$ cat src/common/trap_seq_regs.vh
`ifndef TRAP_SEQ_REGS_VH
`define TRAP_SEQ_REGS_VH

// operation codes presented by the decode pipeline
`define OP_BPT      4'h0
`define OP_BUGCHK   4'h1
`define OP_GENTRAP  4'h2
`define OP_CALLSYS  4'h3
`define OP_CLRFEN   4'h4
`define OP_RDUNIQ   4'h5
`define OP_WRUNIQ   4'h6
`define OP_URTI     4'h7
`define OP_IMB      4'h8
`define OP_CFLUSH   4'h9

// exception codes
`define EXC_NONE    3'h0
`define EXC_KSNV    3'h1
`define EXC_MCHK    3'h2
`define EXC_ILLOP   3'h3
`define EXC_RSVD    3'h4
`define EXC_MEMF    3'h5

// register offsets (byte addresses, 64-bit words)
`define REG_CTRL    6'h00
`define REG_KPTR    6'h08
`define REG_KSS     6'h10
`define REG_USS     6'h18
`define REG_IFVEC   6'h20
`define REG_SYSVEC  6'h28
`define REG_CBB     6'h30
`define REG_UNIQ    6'h38

// control register fields
`define CTRL_FLT    4
`define CTRL_INTR   5
`define CTRL_LOCK   6

// processor status layout
`define ST_MODE     3
`define ST_RST      4'h0
`define ST_SYSCALL  64'h0000_0000_0000_0008

// frame geometry
`define FRAME_BYTES 64'h0000_0000_0000_0030
`define FLT_OFF     64'h0000_0000_0000_0028
`define QW_STEP     64'h0000_0000_0000_0008
`define TRAP_STEPS  3'h5
`define SYS_STEPS   3'h2
`define URTI_STEPS  3'h7
`define FLT_STEPS   3'h1

// result write mask bits
`define RES_SP      0
`define RES_GP      1
`define RES_A0      2
`define RES_A1      3
`define RES_A2      4
`define RES_V0      5
`define RES_AT      6
`define RES_PC      7

`endif

$ cat src/hdl/trap_call_return_sequencer.v
// Implementation choices: the address map and register access over Wishbone.
`timescale 1ns/1ps
`include "trap_seq_regs.vh"

module trap_call_return_sequencer #(
  parameter DW = 64
) (
  input  wire          mclk_in,
  input  wire          rst_n_in,
  // wishbone slave
  input  wire          wb_cyc_in,
  input  wire          wb_stb_in,
  input  wire          wb_we_in,
  input  wire [5:0]    wb_adr_in,
  input  wire [7:0]    wb_sel_in,
  input  wire [DW-1:0] wb_dat_in,
  output reg  [DW-1:0] wb_dat_out,
  output reg           wb_ack_out,
  // decode side
  input  wire          op_valid_in,
  input  wire [3:0]    op_code_in,
  input  wire [DW-1:0] op_pc_next_in,
  input  wire [DW-1:0] op_sp_in,
  input  wire [DW-1:0] op_gp_in,
  input  wire [DW-1:0] op_a0_in,
  input  wire [DW-1:0] op_a1_in,
  input  wire [DW-1:0] op_a2_in,
  input  wire          lock_set_in,
  input  wire          intr_set_in,
  output reg           busy_out,
  output reg           done_out,
  output reg  [7:0]    res_we_out,
  output reg  [DW-1:0] res_sp_out,
  output reg  [DW-1:0] res_gp_out,
  output reg  [DW-1:0] res_a0_out,
  output reg  [DW-1:0] res_a1_out,
  output reg  [DW-1:0] res_a2_out,
  output reg  [DW-1:0] res_v0_out,
  output reg  [DW-1:0] res_at_out,
  output reg  [DW-1:0] res_pc_out,
  output reg           exc_out,
  output reg  [2:0]    exc_code_out,
  output reg           flush_out,
  output reg  [DW-1:0] flush_pfn_out,
  output reg  [3:0]    status_out,
  output reg           float_enable_bit_out,
  // stack memory
  output reg           mem_req_out,
  output reg           mem_we_out,
  output reg  [DW-1:0] mem_addr_out,
  output reg  [DW-1:0] mem_wdata_out,
  input  wire [DW-1:0] mem_rdata_in,
  input  wire          mem_ack_in,
  input  wire          mem_err_in
);

  localparam S_IDLE = 1'b0;
  localparam S_MEM  = 1'b1;

  reg          state_r;
  reg [3:0]    op_r;
  reg [2:0]    step_r;
  reg [2:0]    last_r;
  reg          user_r;
  reg [3:0]    old_ps_r;
  reg [DW-1:0] base_r;
  reg [DW-1:0] pc_l_r;
  reg [DW-1:0] sp_l_r;
  reg [DW-1:0] gp_l_r;
  reg [DW-1:0] a0_l_r;
  reg [DW-1:0] a1_l_r;
  reg [DW-1:0] a2_l_r;
  reg [DW-1:0] ld_r [0:7];

  reg [DW-1:0] kernel_global_ptr_r;
  reg [DW-1:0] kernel_stack_save_r;
  reg [DW-1:0] user_stack_save_r;
  reg [DW-1:0] instr_fault_vector_r;
  reg [DW-1:0] syscall_vector_r;
  reg [DW-1:0] context_block_base_r;
  reg [DW-1:0] unique_r;
  reg          intr_flag_r;
  reg          lock_flag_r;

  wire          wb_hit     = wb_cyc_in & wb_stb_in & ~wb_ack_out;
  wire          wb_wr      = wb_hit & wb_we_in;
  wire          user_mode  = status_out[`ST_MODE];
  wire [DW-1:0] trap_stack = user_mode ? kernel_stack_save_r : op_sp_in;
  wire [DW-1:0] trap_base  = trap_stack - `FRAME_BYTES;
  wire [DW-1:0] sys_base   = kernel_stack_save_r - `FRAME_BYTES;
  wire [DW-1:0] ctrl_word  = {{(DW-7){1'b0}}, lock_flag_r, intr_flag_r,
                              float_enable_bit_out, status_out};
  wire [DW-1:0] urti_ps    = ld_r[2];

  function [DW-1:0] merge;
    input [DW-1:0] old;
    input [DW-1:0] val;
    input [7:0]    sel;
    integer i;
    begin
      merge = old;
      for (i = 0; i < 8; i = i + 1) begin
        if (sel[i]) begin
          merge[i*8 +: 8] = val[i*8 +: 8];
        end
      end
    end
  endfunction

  // frame quadword for a given slot of a trap or system call frame
  function [DW-1:0] frame_word;
    input [2:0] s;
    begin
      case (s)
        3'h0:    frame_word = (op_r == `OP_CALLSYS) ? `ST_SYSCALL :
                              {{(DW-4){1'b0}}, old_ps_r};
        3'h1:    frame_word = pc_l_r;
        3'h2:    frame_word = gp_l_r;
        3'h3:    frame_word = a0_l_r;
        3'h4:    frame_word = a1_l_r;
        3'h5:    frame_word = a2_l_r;
        default: frame_word = {DW{1'b0}};
      endcase
    end
  endfunction

  always @(posedge mclk_in) begin
    if (state_r == S_MEM && mem_ack_in && !mem_we_out) begin
      ld_r[step_r] <= mem_rdata_in;
    end
  end

  always @(posedge mclk_in) begin
    if (!rst_n_in) begin
      wb_ack_out           <= 1'b0;
      wb_dat_out           <= {DW{1'b0}};
      state_r              <= S_IDLE;
      op_r                 <= 4'h0;
      step_r               <= 3'h0;
      last_r               <= 3'h0;
      user_r               <= 1'b0;
      old_ps_r             <= 4'h0;
      base_r               <= {DW{1'b0}};
      pc_l_r               <= {DW{1'b0}};
      sp_l_r               <= {DW{1'b0}};
      gp_l_r               <= {DW{1'b0}};
      a0_l_r               <= {DW{1'b0}};
      a1_l_r               <= {DW{1'b0}};
      a2_l_r               <= {DW{1'b0}};
      kernel_global_ptr_r  <= {DW{1'b0}};
      kernel_stack_save_r  <= {DW{1'b0}};
      user_stack_save_r    <= {DW{1'b0}};
      instr_fault_vector_r <= {DW{1'b0}};
      syscall_vector_r     <= {DW{1'b0}};
      context_block_base_r <= {DW{1'b0}};
      unique_r             <= {DW{1'b0}};
      intr_flag_r          <= 1'b0;
      lock_flag_r          <= 1'b0;
      status_out           <= `ST_RST;
      float_enable_bit_out <= 1'b0;
      busy_out             <= 1'b0;
      done_out             <= 1'b0;
      res_we_out           <= 8'h00;
      res_sp_out           <= {DW{1'b0}};
      res_gp_out           <= {DW{1'b0}};
      res_a0_out           <= {DW{1'b0}};
      res_a1_out           <= {DW{1'b0}};
      res_a2_out           <= {DW{1'b0}};
      res_v0_out           <= {DW{1'b0}};
      res_at_out           <= {DW{1'b0}};
      res_pc_out           <= {DW{1'b0}};
      exc_out              <= 1'b0;
      exc_code_out         <= `EXC_NONE;
      flush_out            <= 1'b0;
      flush_pfn_out        <= {DW{1'b0}};
      mem_req_out          <= 1'b0;
      mem_we_out           <= 1'b0;
      mem_addr_out         <= {DW{1'b0}};
      mem_wdata_out        <= {DW{1'b0}};
    end else begin
      done_out   <= 1'b0;
      exc_out    <= 1'b0;
      flush_out  <= 1'b0;
      res_we_out <= 8'h00;
      wb_ack_out <= wb_hit;
      // register bus: reads answer one cycle after the strobe
      if (wb_hit) begin
        if (wb_adr_in == `REG_CTRL) begin
          wb_dat_out <= ctrl_word;
        end else if (wb_adr_in == `REG_KPTR) begin
          wb_dat_out <= kernel_global_ptr_r;
        end else if (wb_adr_in == `REG_KSS) begin
          wb_dat_out <= kernel_stack_save_r;
        end else if (wb_adr_in == `REG_USS) begin
          wb_dat_out <= user_stack_save_r;
        end else if (wb_adr_in == `REG_IFVEC) begin
          wb_dat_out <= instr_fault_vector_r;
        end else if (wb_adr_in == `REG_SYSVEC) begin
          wb_dat_out <= syscall_vector_r;
        end else if (wb_adr_in == `REG_CBB) begin
          wb_dat_out <= context_block_base_r;
        end else if (wb_adr_in == `REG_UNIQ) begin
          wb_dat_out <= unique_r;
        end else begin
          wb_dat_out <= {DW{1'b0}};
        end
      end
      if (wb_wr) begin
        if (wb_adr_in == `REG_CTRL) begin
          if (wb_sel_in[0]) begin
            status_out           <= wb_dat_in[3:0];
            float_enable_bit_out <= wb_dat_in[`CTRL_FLT];
            intr_flag_r          <= wb_dat_in[`CTRL_INTR];
            lock_flag_r          <= wb_dat_in[`CTRL_LOCK];
          end
        end else if (wb_adr_in == `REG_KPTR) begin
          kernel_global_ptr_r <= merge(kernel_global_ptr_r, wb_dat_in, wb_sel_in);
        end else if (wb_adr_in == `REG_KSS) begin
          kernel_stack_save_r <= merge(kernel_stack_save_r, wb_dat_in, wb_sel_in);
        end else if (wb_adr_in == `REG_USS) begin
          user_stack_save_r <= merge(user_stack_save_r, wb_dat_in, wb_sel_in);
        end else if (wb_adr_in == `REG_IFVEC) begin
          instr_fault_vector_r <= merge(instr_fault_vector_r, wb_dat_in, wb_sel_in);
        end else if (wb_adr_in == `REG_SYSVEC) begin
          syscall_vector_r <= merge(syscall_vector_r, wb_dat_in, wb_sel_in);
        end else if (wb_adr_in == `REG_CBB) begin
          context_block_base_r <= merge(context_block_base_r, wb_dat_in, wb_sel_in);
        end else if (wb_adr_in == `REG_UNIQ) begin
          unique_r <= merge(unique_r, wb_dat_in, wb_sel_in);
        end
      end

      case (state_r)
        S_IDLE: begin
          if (op_valid_in) begin
            op_r     <= op_code_in;
            user_r   <= user_mode;
            old_ps_r <= status_out;
            pc_l_r   <= op_pc_next_in;
            sp_l_r   <= op_sp_in;
            gp_l_r   <= op_gp_in;
            a0_l_r   <= op_a0_in;
            a1_l_r   <= op_a1_in;
            a2_l_r   <= op_a2_in;
            step_r   <= 3'h0;
            case (op_code_in)
              `OP_BPT, `OP_BUGCHK, `OP_GENTRAP: begin
                if (trap_base[2:0] != 3'h0) begin
                  exc_out      <= 1'b1;
                  exc_code_out <= `EXC_KSNV;
                end else begin
                  state_r       <= S_MEM;
                  busy_out      <= 1'b1;
                  base_r        <= trap_base;
                  last_r        <= `TRAP_STEPS;
                  mem_req_out   <= 1'b1;
                  mem_we_out    <= 1'b1;
                  mem_addr_out  <= trap_base;
                  mem_wdata_out <= {{(DW-4){1'b0}}, status_out};
                end
              end
              `OP_CALLSYS: begin
                if (!user_mode) begin
                  exc_out      <= 1'b1;
                  exc_code_out <= `EXC_MCHK;
                end else if (sys_base[2:0] != 3'h0) begin
                  exc_out      <= 1'b1;
                  exc_code_out <= `EXC_KSNV;
                end else begin
                  state_r       <= S_MEM;
                  busy_out      <= 1'b1;
                  base_r        <= sys_base;
                  last_r        <= `SYS_STEPS;
                  mem_req_out   <= 1'b1;
                  mem_we_out    <= 1'b1;
                  mem_addr_out  <= sys_base;
                  mem_wdata_out <= `ST_SYSCALL;
                end
              end
              `OP_CLRFEN: begin
                // read-modify-write keeps the other bits of the block word
                state_r      <= S_MEM;
                busy_out     <= 1'b1;
                last_r       <= `FLT_STEPS;
                mem_req_out  <= 1'b1;
                mem_we_out   <= 1'b0;
                mem_addr_out <= context_block_base_r + `FLT_OFF;
              end
              `OP_RDUNIQ: begin
                done_out             <= 1'b1;
                res_v0_out           <= unique_r;
                res_we_out[`RES_V0]  <= 1'b1;
              end
              `OP_WRUNIQ: begin
                done_out <= 1'b1;
                unique_r <= op_a0_in;
              end
              `OP_URTI: begin
                if (!user_mode) begin
                  exc_out      <= 1'b1;
                  exc_code_out <= `EXC_MCHK;
                end else if (op_sp_in[5:0] != 6'h00) begin
                  exc_out      <= 1'b1;
                  exc_code_out <= `EXC_ILLOP;
                end else begin
                  state_r      <= S_MEM;
                  busy_out     <= 1'b1;
                  base_r       <= op_sp_in;
                  last_r       <= `URTI_STEPS;
                  mem_req_out  <= 1'b1;
                  mem_we_out   <= 1'b0;
                  mem_addr_out <= op_sp_in;
                end
              end
              `OP_IMB: begin
                done_out <= 1'b1;
              end
              `OP_CFLUSH: begin
                if (user_mode) begin
                  exc_out      <= 1'b1;
                  exc_code_out <= `EXC_RSVD;
                end else begin
                  done_out      <= 1'b1;
                  flush_out     <= 1'b1;
                  flush_pfn_out <= op_a0_in;
                end
              end
              default: begin
                exc_out      <= 1'b1;
                exc_code_out <= `EXC_RSVD;
              end
            endcase
          end
        end
        S_MEM: begin
          if (mem_err_in) begin
            // abort: no register or status is updated yet; frame words already acked stay in memory
            state_r      <= S_IDLE;
            busy_out     <= 1'b0;
            mem_req_out  <= 1'b0;
            mem_we_out   <= 1'b0;
            exc_out      <= 1'b1;
            exc_code_out <= (op_r == `OP_URTI) ? `EXC_MEMF : `EXC_KSNV;
          end else if (mem_ack_in) begin
            if (step_r != last_r) begin
              step_r <= step_r + 3'h1;
              if (op_r == `OP_CLRFEN) begin
                mem_we_out    <= 1'b1;
                mem_wdata_out <= {mem_rdata_in[DW-1:1], 1'b0};
              end else begin
                mem_addr_out  <= mem_addr_out + `QW_STEP;
                mem_wdata_out <= frame_word(step_r + 3'h1);
              end
            end else begin
              state_r     <= S_IDLE;
              busy_out    <= 1'b0;
              mem_req_out <= 1'b0;
              mem_we_out  <= 1'b0;
              if (op_r == `OP_CLRFEN) begin
                done_out             <= 1'b1;
                float_enable_bit_out <= 1'b0;
              end else if (op_r == `OP_URTI) begin
                if (!urti_ps[`ST_MODE] || urti_ps[2:0] != 3'h0) begin
                  exc_out      <= 1'b1;
                  exc_code_out <= `EXC_ILLOP;
                end else begin
                  done_out    <= 1'b1;
                  intr_flag_r <= 1'b0;
                  lock_flag_r <= 1'b0;
                  res_at_out  <= ld_r[0];
                  res_sp_out  <= ld_r[1];
                  res_pc_out  <= ld_r[3];
                  res_gp_out  <= ld_r[4];
                  res_a0_out  <= ld_r[5];
                  res_a1_out  <= ld_r[6];
                  res_a2_out  <= mem_rdata_in;
                  res_we_out  <= 8'hDF;
                end
              end else begin
                done_out   <= 1'b1;
                if (user_r) begin
                  user_stack_save_r <= sp_l_r;
                  status_out        <= `ST_RST;
                end
                res_sp_out <= base_r;
                res_gp_out <= kernel_global_ptr_r;
                if (op_r == `OP_CALLSYS) begin
                  res_pc_out <= syscall_vector_r;
                  res_we_out <= 8'h83;
                end else begin
                  res_pc_out <= instr_fault_vector_r;
                  res_a0_out <= {{(DW-2){1'b0}}, op_r[1:0]};
                  res_we_out <= 8'h87;
                end
              end
            end
          end
        end
        default: begin
          state_r <= S_IDLE;
        end
      endcase
      // hardware sets win over any clear in the same cycle
      if (lock_set_in) begin
        lock_flag_r <= 1'b1;
      end
      if (intr_set_in) begin
        intr_flag_r <= 1'b1;
      end
    end
  end

endmodule

$ cat config.mk
export PLATFORM = sky130hd
export DESIGN_NAME = trap_call_return_sequencer
export DESIGN_NICKNAME = d
export VERILOG_FILES = /design/src/hdl/trap_call_return_sequencer.v
export VERILOG_INCLUDE_DIRS = /design/src /design/src/common
export SDC_FILE = /design/constraint.sdc
export NUM_CORES = 2
export LEC_CHECK = 0
export ABC_AREA = 0
export BUFFER_PORTS_ARGS = -buffer_cell sky130_fd_sc_hd__buf_2
export CAP_MARGIN = 20
export CORE_AREA = 10 10 516 518
export CTS_CLUSTER_SIZE = 28
export DETAILED_ROUTE_END_ITERATION = 8
export DIE_AREA = 0 0 526 528
export PLACE_DENSITY_LB_ADDON = 0.15
export REMOVE_ABC_BUFFERS = 1
export SLEW_MARGIN = 20
export SYNTH_ARGS = -nofsm -noshare
export SYNTH_HDL_FRONTEND = slang
export SYNTH_SLANG_ARGS = --single-unit
$ cat constraint.sdc
create_clock -name mclk_in -period 7.7 [get_ports mclk_in]
set_input_delay 1.54 -clock mclk_in [delete_from_list [all_inputs] [get_ports mclk_in]]
set_output_delay 1.54 -clock mclk_in [all_outputs]
set_load 0.005 [all_outputs]
# Word-level counts from Yosys, hierarchy flattened
# Memory sizes are Yosys's and may differ from the RTL's. A register that Yosys moved wholly into a read port is not among the register bits.
# Cells that the tools add are included.
[totals]
regBits = 1576
ram_bits = 512
input_bits = 540
out_inout_bits = 791
word_cells = 453
memories = 1
[memory_table]
columns = ["memory", "depth", "width", "read_ports", "rd_ports_with_merged_regs", "wr", "line_no", "rtl"]
rows = [
  ["ld_r", 8, 64, 7, 2, 1, "trap_call_return_sequencer.v:73", "reg [DW-1:0] ld_r [0:7];"],
]
[op_classes]
add_sub_neg = 5
n_eq_ne = 55
n_mux = 219
bitwise = 20
reduce_logical = 75
[ops]
columns = ["cell", "n"]
rows = [
  ["$mux 64", 61],
  ["$pmux 64 s2", 3],
  ["$pmux 64 s6", 1],
  ["$pmux 64 s4", 1],
  ["$pmux 64 s3", 1],
  ["$mux 8", 18],
  ["$sub 64x6->64 const B", 2],
  ["$reduce_and 9->1", 10],
  ["$reduce_and 8->1", 11],
  ["$mux 1", 80],
  ["$mux 3", 24],
  ["$reduce_and 7->1", 10],
  ["$add 64x4->64 const B", 1],
  ["$add 64x6->64 const B", 1],
  ["$mux 4", 11],
  ["$reduce_and 4->1", 10],
  ["$reduce_and 5->1", 8],
  ["$ne 3x3->1 const B", 10],
  ["$eq 4x3->1 const B", 6],
  ["$eq 6x6->1 const B", 4],
  ["$mux 6", 4],
  ["$ne 2x2->1 const B", 12],
  ["$reduce_and 11->1", 2],
  ["$not 1->1", 17],
  ["other kinds (38)", 66],
]

# Depth between registers and ports, before layout
[depth]
depth_word = 13
ltp_mapped = 19
ltp_nobuf = 9

# Least setup slack after synthesis
# Ideal clock, no wire load.
[synth_path]
path_type = "input to register"
from = "input mem_ack_in"
to = "memory ld_r[5][0] (enable)"
setup_time_ns = 0.578
t_arrival_ns = 6.688
required_time_ns = 7.122
slack_ns = 0.434
path_stages = 3
n_path_buf = 0
path_cell_list = "nand2_1 -> or3_1 -> nor3b_1"
[synth_via]
elab_chain_len = 4
[synth_rtl]
columns = ["element", "line_no", "rtl"]
rows = [
  ["start: declaration", "trap_call_return_sequencer.v:53", "input wire mem_ack_in,"],
  ["$logic_and 1x1->1 (2 in series)", "trap_call_return_sequencer.v:128", "if (state_r == S_MEM && mem_ack_in && !mem_we_out) begin"],
  ["$mux 1", "trap_call_return_sequencer.v:128", ""],
  ["$mux 1 (not written as such)", "trap_call_return_sequencer.v:129", "ld_r[step_r] <= mem_rdata_in;"],
  ["end: declaration", "trap_call_return_sequencer.v:73", ""],
]
# Every way passes these cells.

# Final worst setup path
[layout_path]
from = "register status_out[3]"
to = "register mem_addr_out[62]"
[layout_via]
elab_chain_len = 6
elab_cells_between_ends = 11
cone_classes = "add/sub: 1; eq/ne: 3; mux: 5; reduce/logical: 2"
[layout_rtl]
columns = ["element", "line_no", "rtl"]
rows = [
  ["start: declaration", "trap_call_return_sequencer.v:45", "output reg [3:0] status_out,"],
  ["start signal: assignment", "trap_call_return_sequencer.v:159", "status_out <= `ST_RST;"],
  ["start signal: assignment", "trap_call_return_sequencer.v:211", "status_out <= wb_dat_in[3:0];"],
  ["start signal: assignment", "trap_call_return_sequencer.v:383", "status_out <= `ST_RST;"],
  ["$mux 64", "trap_call_return_sequencer.v:88", "wire [DW-1:0] trap_stack = user_mode ? kernel_stack_save_r : op_sp_in;"],
  ["$sub 64x6->64 (no line)", "-", ""],
  ["$mux 64", "trap_call_return_sequencer.v:248", "if (trap_base[2:0] != 3'h0) begin"],
  ["$pmux 64 s4", "trap_call_return_sequencer.v:246", "case (op_code_in)"],
  ["$mux 64", "trap_call_return_sequencer.v:235", "if (op_valid_in) begin"],
  ["$pmux 64 s2", "trap_call_return_sequencer.v:233", "case (state_r)"],
  ["end signal: assignment", "trap_call_return_sequencer.v:258", "mem_addr_out <= trap_base;"],
  ["end signal: assignment", "trap_call_return_sequencer.v:276", "mem_addr_out <= sys_base;"],
  ["end signal: assignment", "trap_call_return_sequencer.v:287", "mem_addr_out <= context_block_base_r + `FLT_OFF;"],
  ["end: declaration", "trap_call_return_sequencer.v:50", "output reg [DW-1:0] mem_addr_out,"],
]
# Several ways; a longest one is shown, not always the timed one. The select of a mux whose other input is x is not followed.
# A chain may end at the register's enable or synchronous reset.

==> metrics.yaml <==
power:
  power_density_mw_per_mm2: 236
  static_leakage_power_nw: 38.3
  peakVddDrop_uv: 231
  report.power.total_mw: 24.7
yosys:
  yosys-top-cells-area: "dfxtp_1, edfxtp_1, nand2_1, a21oi_1, clkbuf_1"
  synth-edff-count: 388
  netlist_instances: 10200
  ys.flop_type: "dfxtp_1"
  synth_top_area_cell: "dfxtp_1"
  netlist_area_mm2: 0.0875
  syn_area_per_cell_um2: 8.55
  yosysUniqueCellTypes: 83
  yosysSeqAreaShare: 0.522
  async_reset_ff_frac: 0
  synth.ff_latch_count: 2088
  synth.top_cell.area_share: 0.389
  yosys_warnings: 0
sta:
  setup_viol: 0
  slew_headroom: 0.184
  actual_transition_at_the_worst_max_transition_pin_ps: 1220
  post_route_clock_period_utilization: 0.722
  final-hold-violation-count: 0
  fin_tns_setup_ps: 0
  fin_ws_ps: 2140
  min_period_ps: 5560
  timing.final.max_slew_violations: 0
  finClkSkew_ps: 94.3
  rsz0062_at_grt: "no"
  max_freq_mhz: 180
placed_design:
  place_ws_ps: 1770
  place.detailed.hpwl_mm: 321
  place.port_buffers: 1330
  gp_routability_congestion: 0.922
clock_network:
  postCtsSetupRepairBufs: 0
  clock_path_buffers: 3
  ctsResizeCount: 0
  cts_tree: "built"
  cts-buffers-inserted: 231
  insertion_delay_ps: 910
  tritoncts_num_sinks: 2088
  clock_root_buffer: "clkbuf_16"
  hold_buffers: 0
  path_clk_slew_ps: 60
  htree_levels: 4
outcome:
  run_status: "complete, no violations"
detailed_routing:
  route.final.wire_length_mm: 454
  post_drt_wl_per_cell_um: 30.9
  drt_first_iter_violations: 8602
  detailroute.via_count: 84400
  routed_via_density: 5.74
  detail_route.drc_violations: 0
  antenna_violating_nets_post_route: 0
  pre_antenna_drt_iters: 9
worst_setup_path:
  path_max_fanout: 55
  required_ps: 8360
  criticalPathCategory: "reg -> reg"
  regToRegSetupSlack_ps: 2140
  timing.critical_path.from_type: "flop"
  reg2reg_to: "mem_addr_out[62]$_SDFFE_PN0P_"
  crit-reg2reg-launch: "status_out[3]$_SDFF_PN0_"
  cp.arrival_ps: 6220
  endpoint_kind: "flop"
  r2r.worst_path.cells: 10
  worst_setup_path_startpoint: "status_out[3]$_SDFF_PN0_"
layout:
  top_register: "ld_r"
  post_route_cells_drive_above_1_share: 0.184
  final_nets: 11600
  area.growth.synth_to_final_pct: 19.9
  max_ffs_per_register: 388
floorplan:
  floorplan.initialDensity: 0.342
  core.rowCount: 186
  fp.dieArea_mm2: 0.278
  die_height_um: 528
  placeableCoreArea_mm2: 0.256
  num_io_pins: 1331
  die-width_um: 526
min_path:
  worst_hold_path_type: "reg -> reg"
  hold-path-cell-count: 2
  hp-start: "base_r[54]$_SDFFE_PN0P_"
  worstHoldEndpoint: "res_sp_out[54]$_SDFFE_PN0P_"
global_route:
  gr-usage-all-layers: 0.308
  number_of_antenna_violations_at_the_first_check_in_global_routing: 118
  grt_first_pass_wirelength_mm: 627
  grt_overflow: 0
  grt_max_degree: 206
  first_global_vias: 81200
job:
  drv.max_cap_violation_count: 0
## metrics by stage
step | cell area (µm²) | std cells | hold slack, ps | util
after detailed placement | 96900 | 14200 | 443 | 0.379
after floorplan | 84100 | 9356 | 432 | -
after CTS | 105000 | 14700 | 433 | 0.410
final | 105000 | 14700 | 437 | 0.410
after global routing | 105000 | 14700 | 458 | 0.410
after global placement | 96800 | 14200 | 437 | 0.379
## kinds of logic (layout without fill, tap and decap cells)
logic type | Yosys count | in the layout | share of synthesized area
XOR/XNOR | 178 | 178 | 0.0178
flip-flops | 2088 | 2088 | 0.522
buffers and inverters | 910 | 1958 | 0.0396
other | 0 | 40 | 0
AND/OR/NAND/NOR | 4319 | 4319 | 0.204
multiplexers | 219 | 219 | 0.0347
AO/OA/AOI/OAI | 2515 | 2515 | 0.180
adder cells (fa/ha/maj) | 9 | 9 | 0.00129
## Yosys cell counts, types with 91 or more instances
master,number
a21oi_1,1404
a221oi_1,143
a22oi_1,96
a311oi_1,194
clkbuf_1,814
dfxtp_1,1700
edfxtp_1,388
mux2i_1,91
nand2_1,2730
nand3_1,327
nor2_1,749
nor3_1,210
o21ai_0,216
xnor2_1,97
## cells in the final DEF, fill, tap and decap left out, types with 20 or more instances in the layout
master and count:
clkinv_2 42, o221ai_1 20, a222oi_1 73, diode_2 40, a311o_1 65, nand2_1 2724, a311oi_1 194, clkbuf_8 45
a211oi_1 54, mux2_2 67, mux4_2 61, nand4_1 43, inv_1 26, nor4_1 37, a221oi_1 143, clkbuf_16 242
buf_2 1327, xor2_1 81, nor3b_1 21, and2_1 37, a32oi_1 38, dfxtp_1 1698, mux2i_1 91, o21ai_0 216
nor3_1 203, clkbuf_1 56, and3_1 28, edfxtp_1 388, a21oi_1 1402, nand3_1 324, buf_4 139, a22oi_1 96
clkinv_1 20, a22o_1 59, a31oi_1 35, nor2_1 740, xnor2_1 96
## layer usage
metal | track usage | up-vias | share of wire
met1 | 0.378 | 41800 | 0.40
li1 | - | 37800 | -
met5 | 0 | - | 0.0012
met3 | 0.0846 | 922 | 0.086
met4 | 0.143 | 82 | 0.053
met2 | 0.505 | 3835 | 0.46
## critical path: stages (launching register included)
cell       delay, ps
dfxtp_4          810
mux2_2           440
ha_1             240
o21bai_1         160
buf_4            180
nor3_1           930
nand4_1         1110
nor4_1           620
xor2_1           150
a2111oi_1        510
a2111oi_2         90
## layout make-up
| type | instances | area [µm²] |
|---|---|---|
| sequential | 2088 | 45700 |
| timing repair buffer | 1488 | 8100 |
| clock inverter | 101 | 1030 |
| inverter | 28 | 113 |
| clock buffer | 341 | 6860 |
| fill | 26000 | 151000 |
| antenna | 40 | 100 |
| multi-input combinational | 7240 | 38800 |
| tap | 3384 | 4230 |
## worst max path at each step
stage                                          endpoint  slack (ps)  cells after the start
after CTS                 mem_addr_out[62]$_SDFFE_PN0P_        2420                     10
after detailed placement  mem_addr_out[42]$_SDFFE_PN0P_        1770                     11
after floorplan              res_a0_out[0]$_SDFFE_PN0P_      -17520                      5
after global placement    mem_addr_out[62]$_SDFFE_PN0P_        1580                      9
after global routing      mem_addr_out[42]$_SDFFE_PN0P_        2130                     10
final                     mem_addr_out[62]$_SDFFE_PN0P_        2140                     10
## report_power, final
part | switching (mW) | leakage, nW | total (mW) | internal, mW
clock | 5.00 | 3.86 | 11.5 | 6.53
sequential | 0.166 | 17.3 | 11.5 | 11.3
combinational | 1.24 | 17.2 | 1.71 | 0.468
total | 6.40 | 38.3 | 24.7 | 18.3
Power figures use the tool's default switching activity.
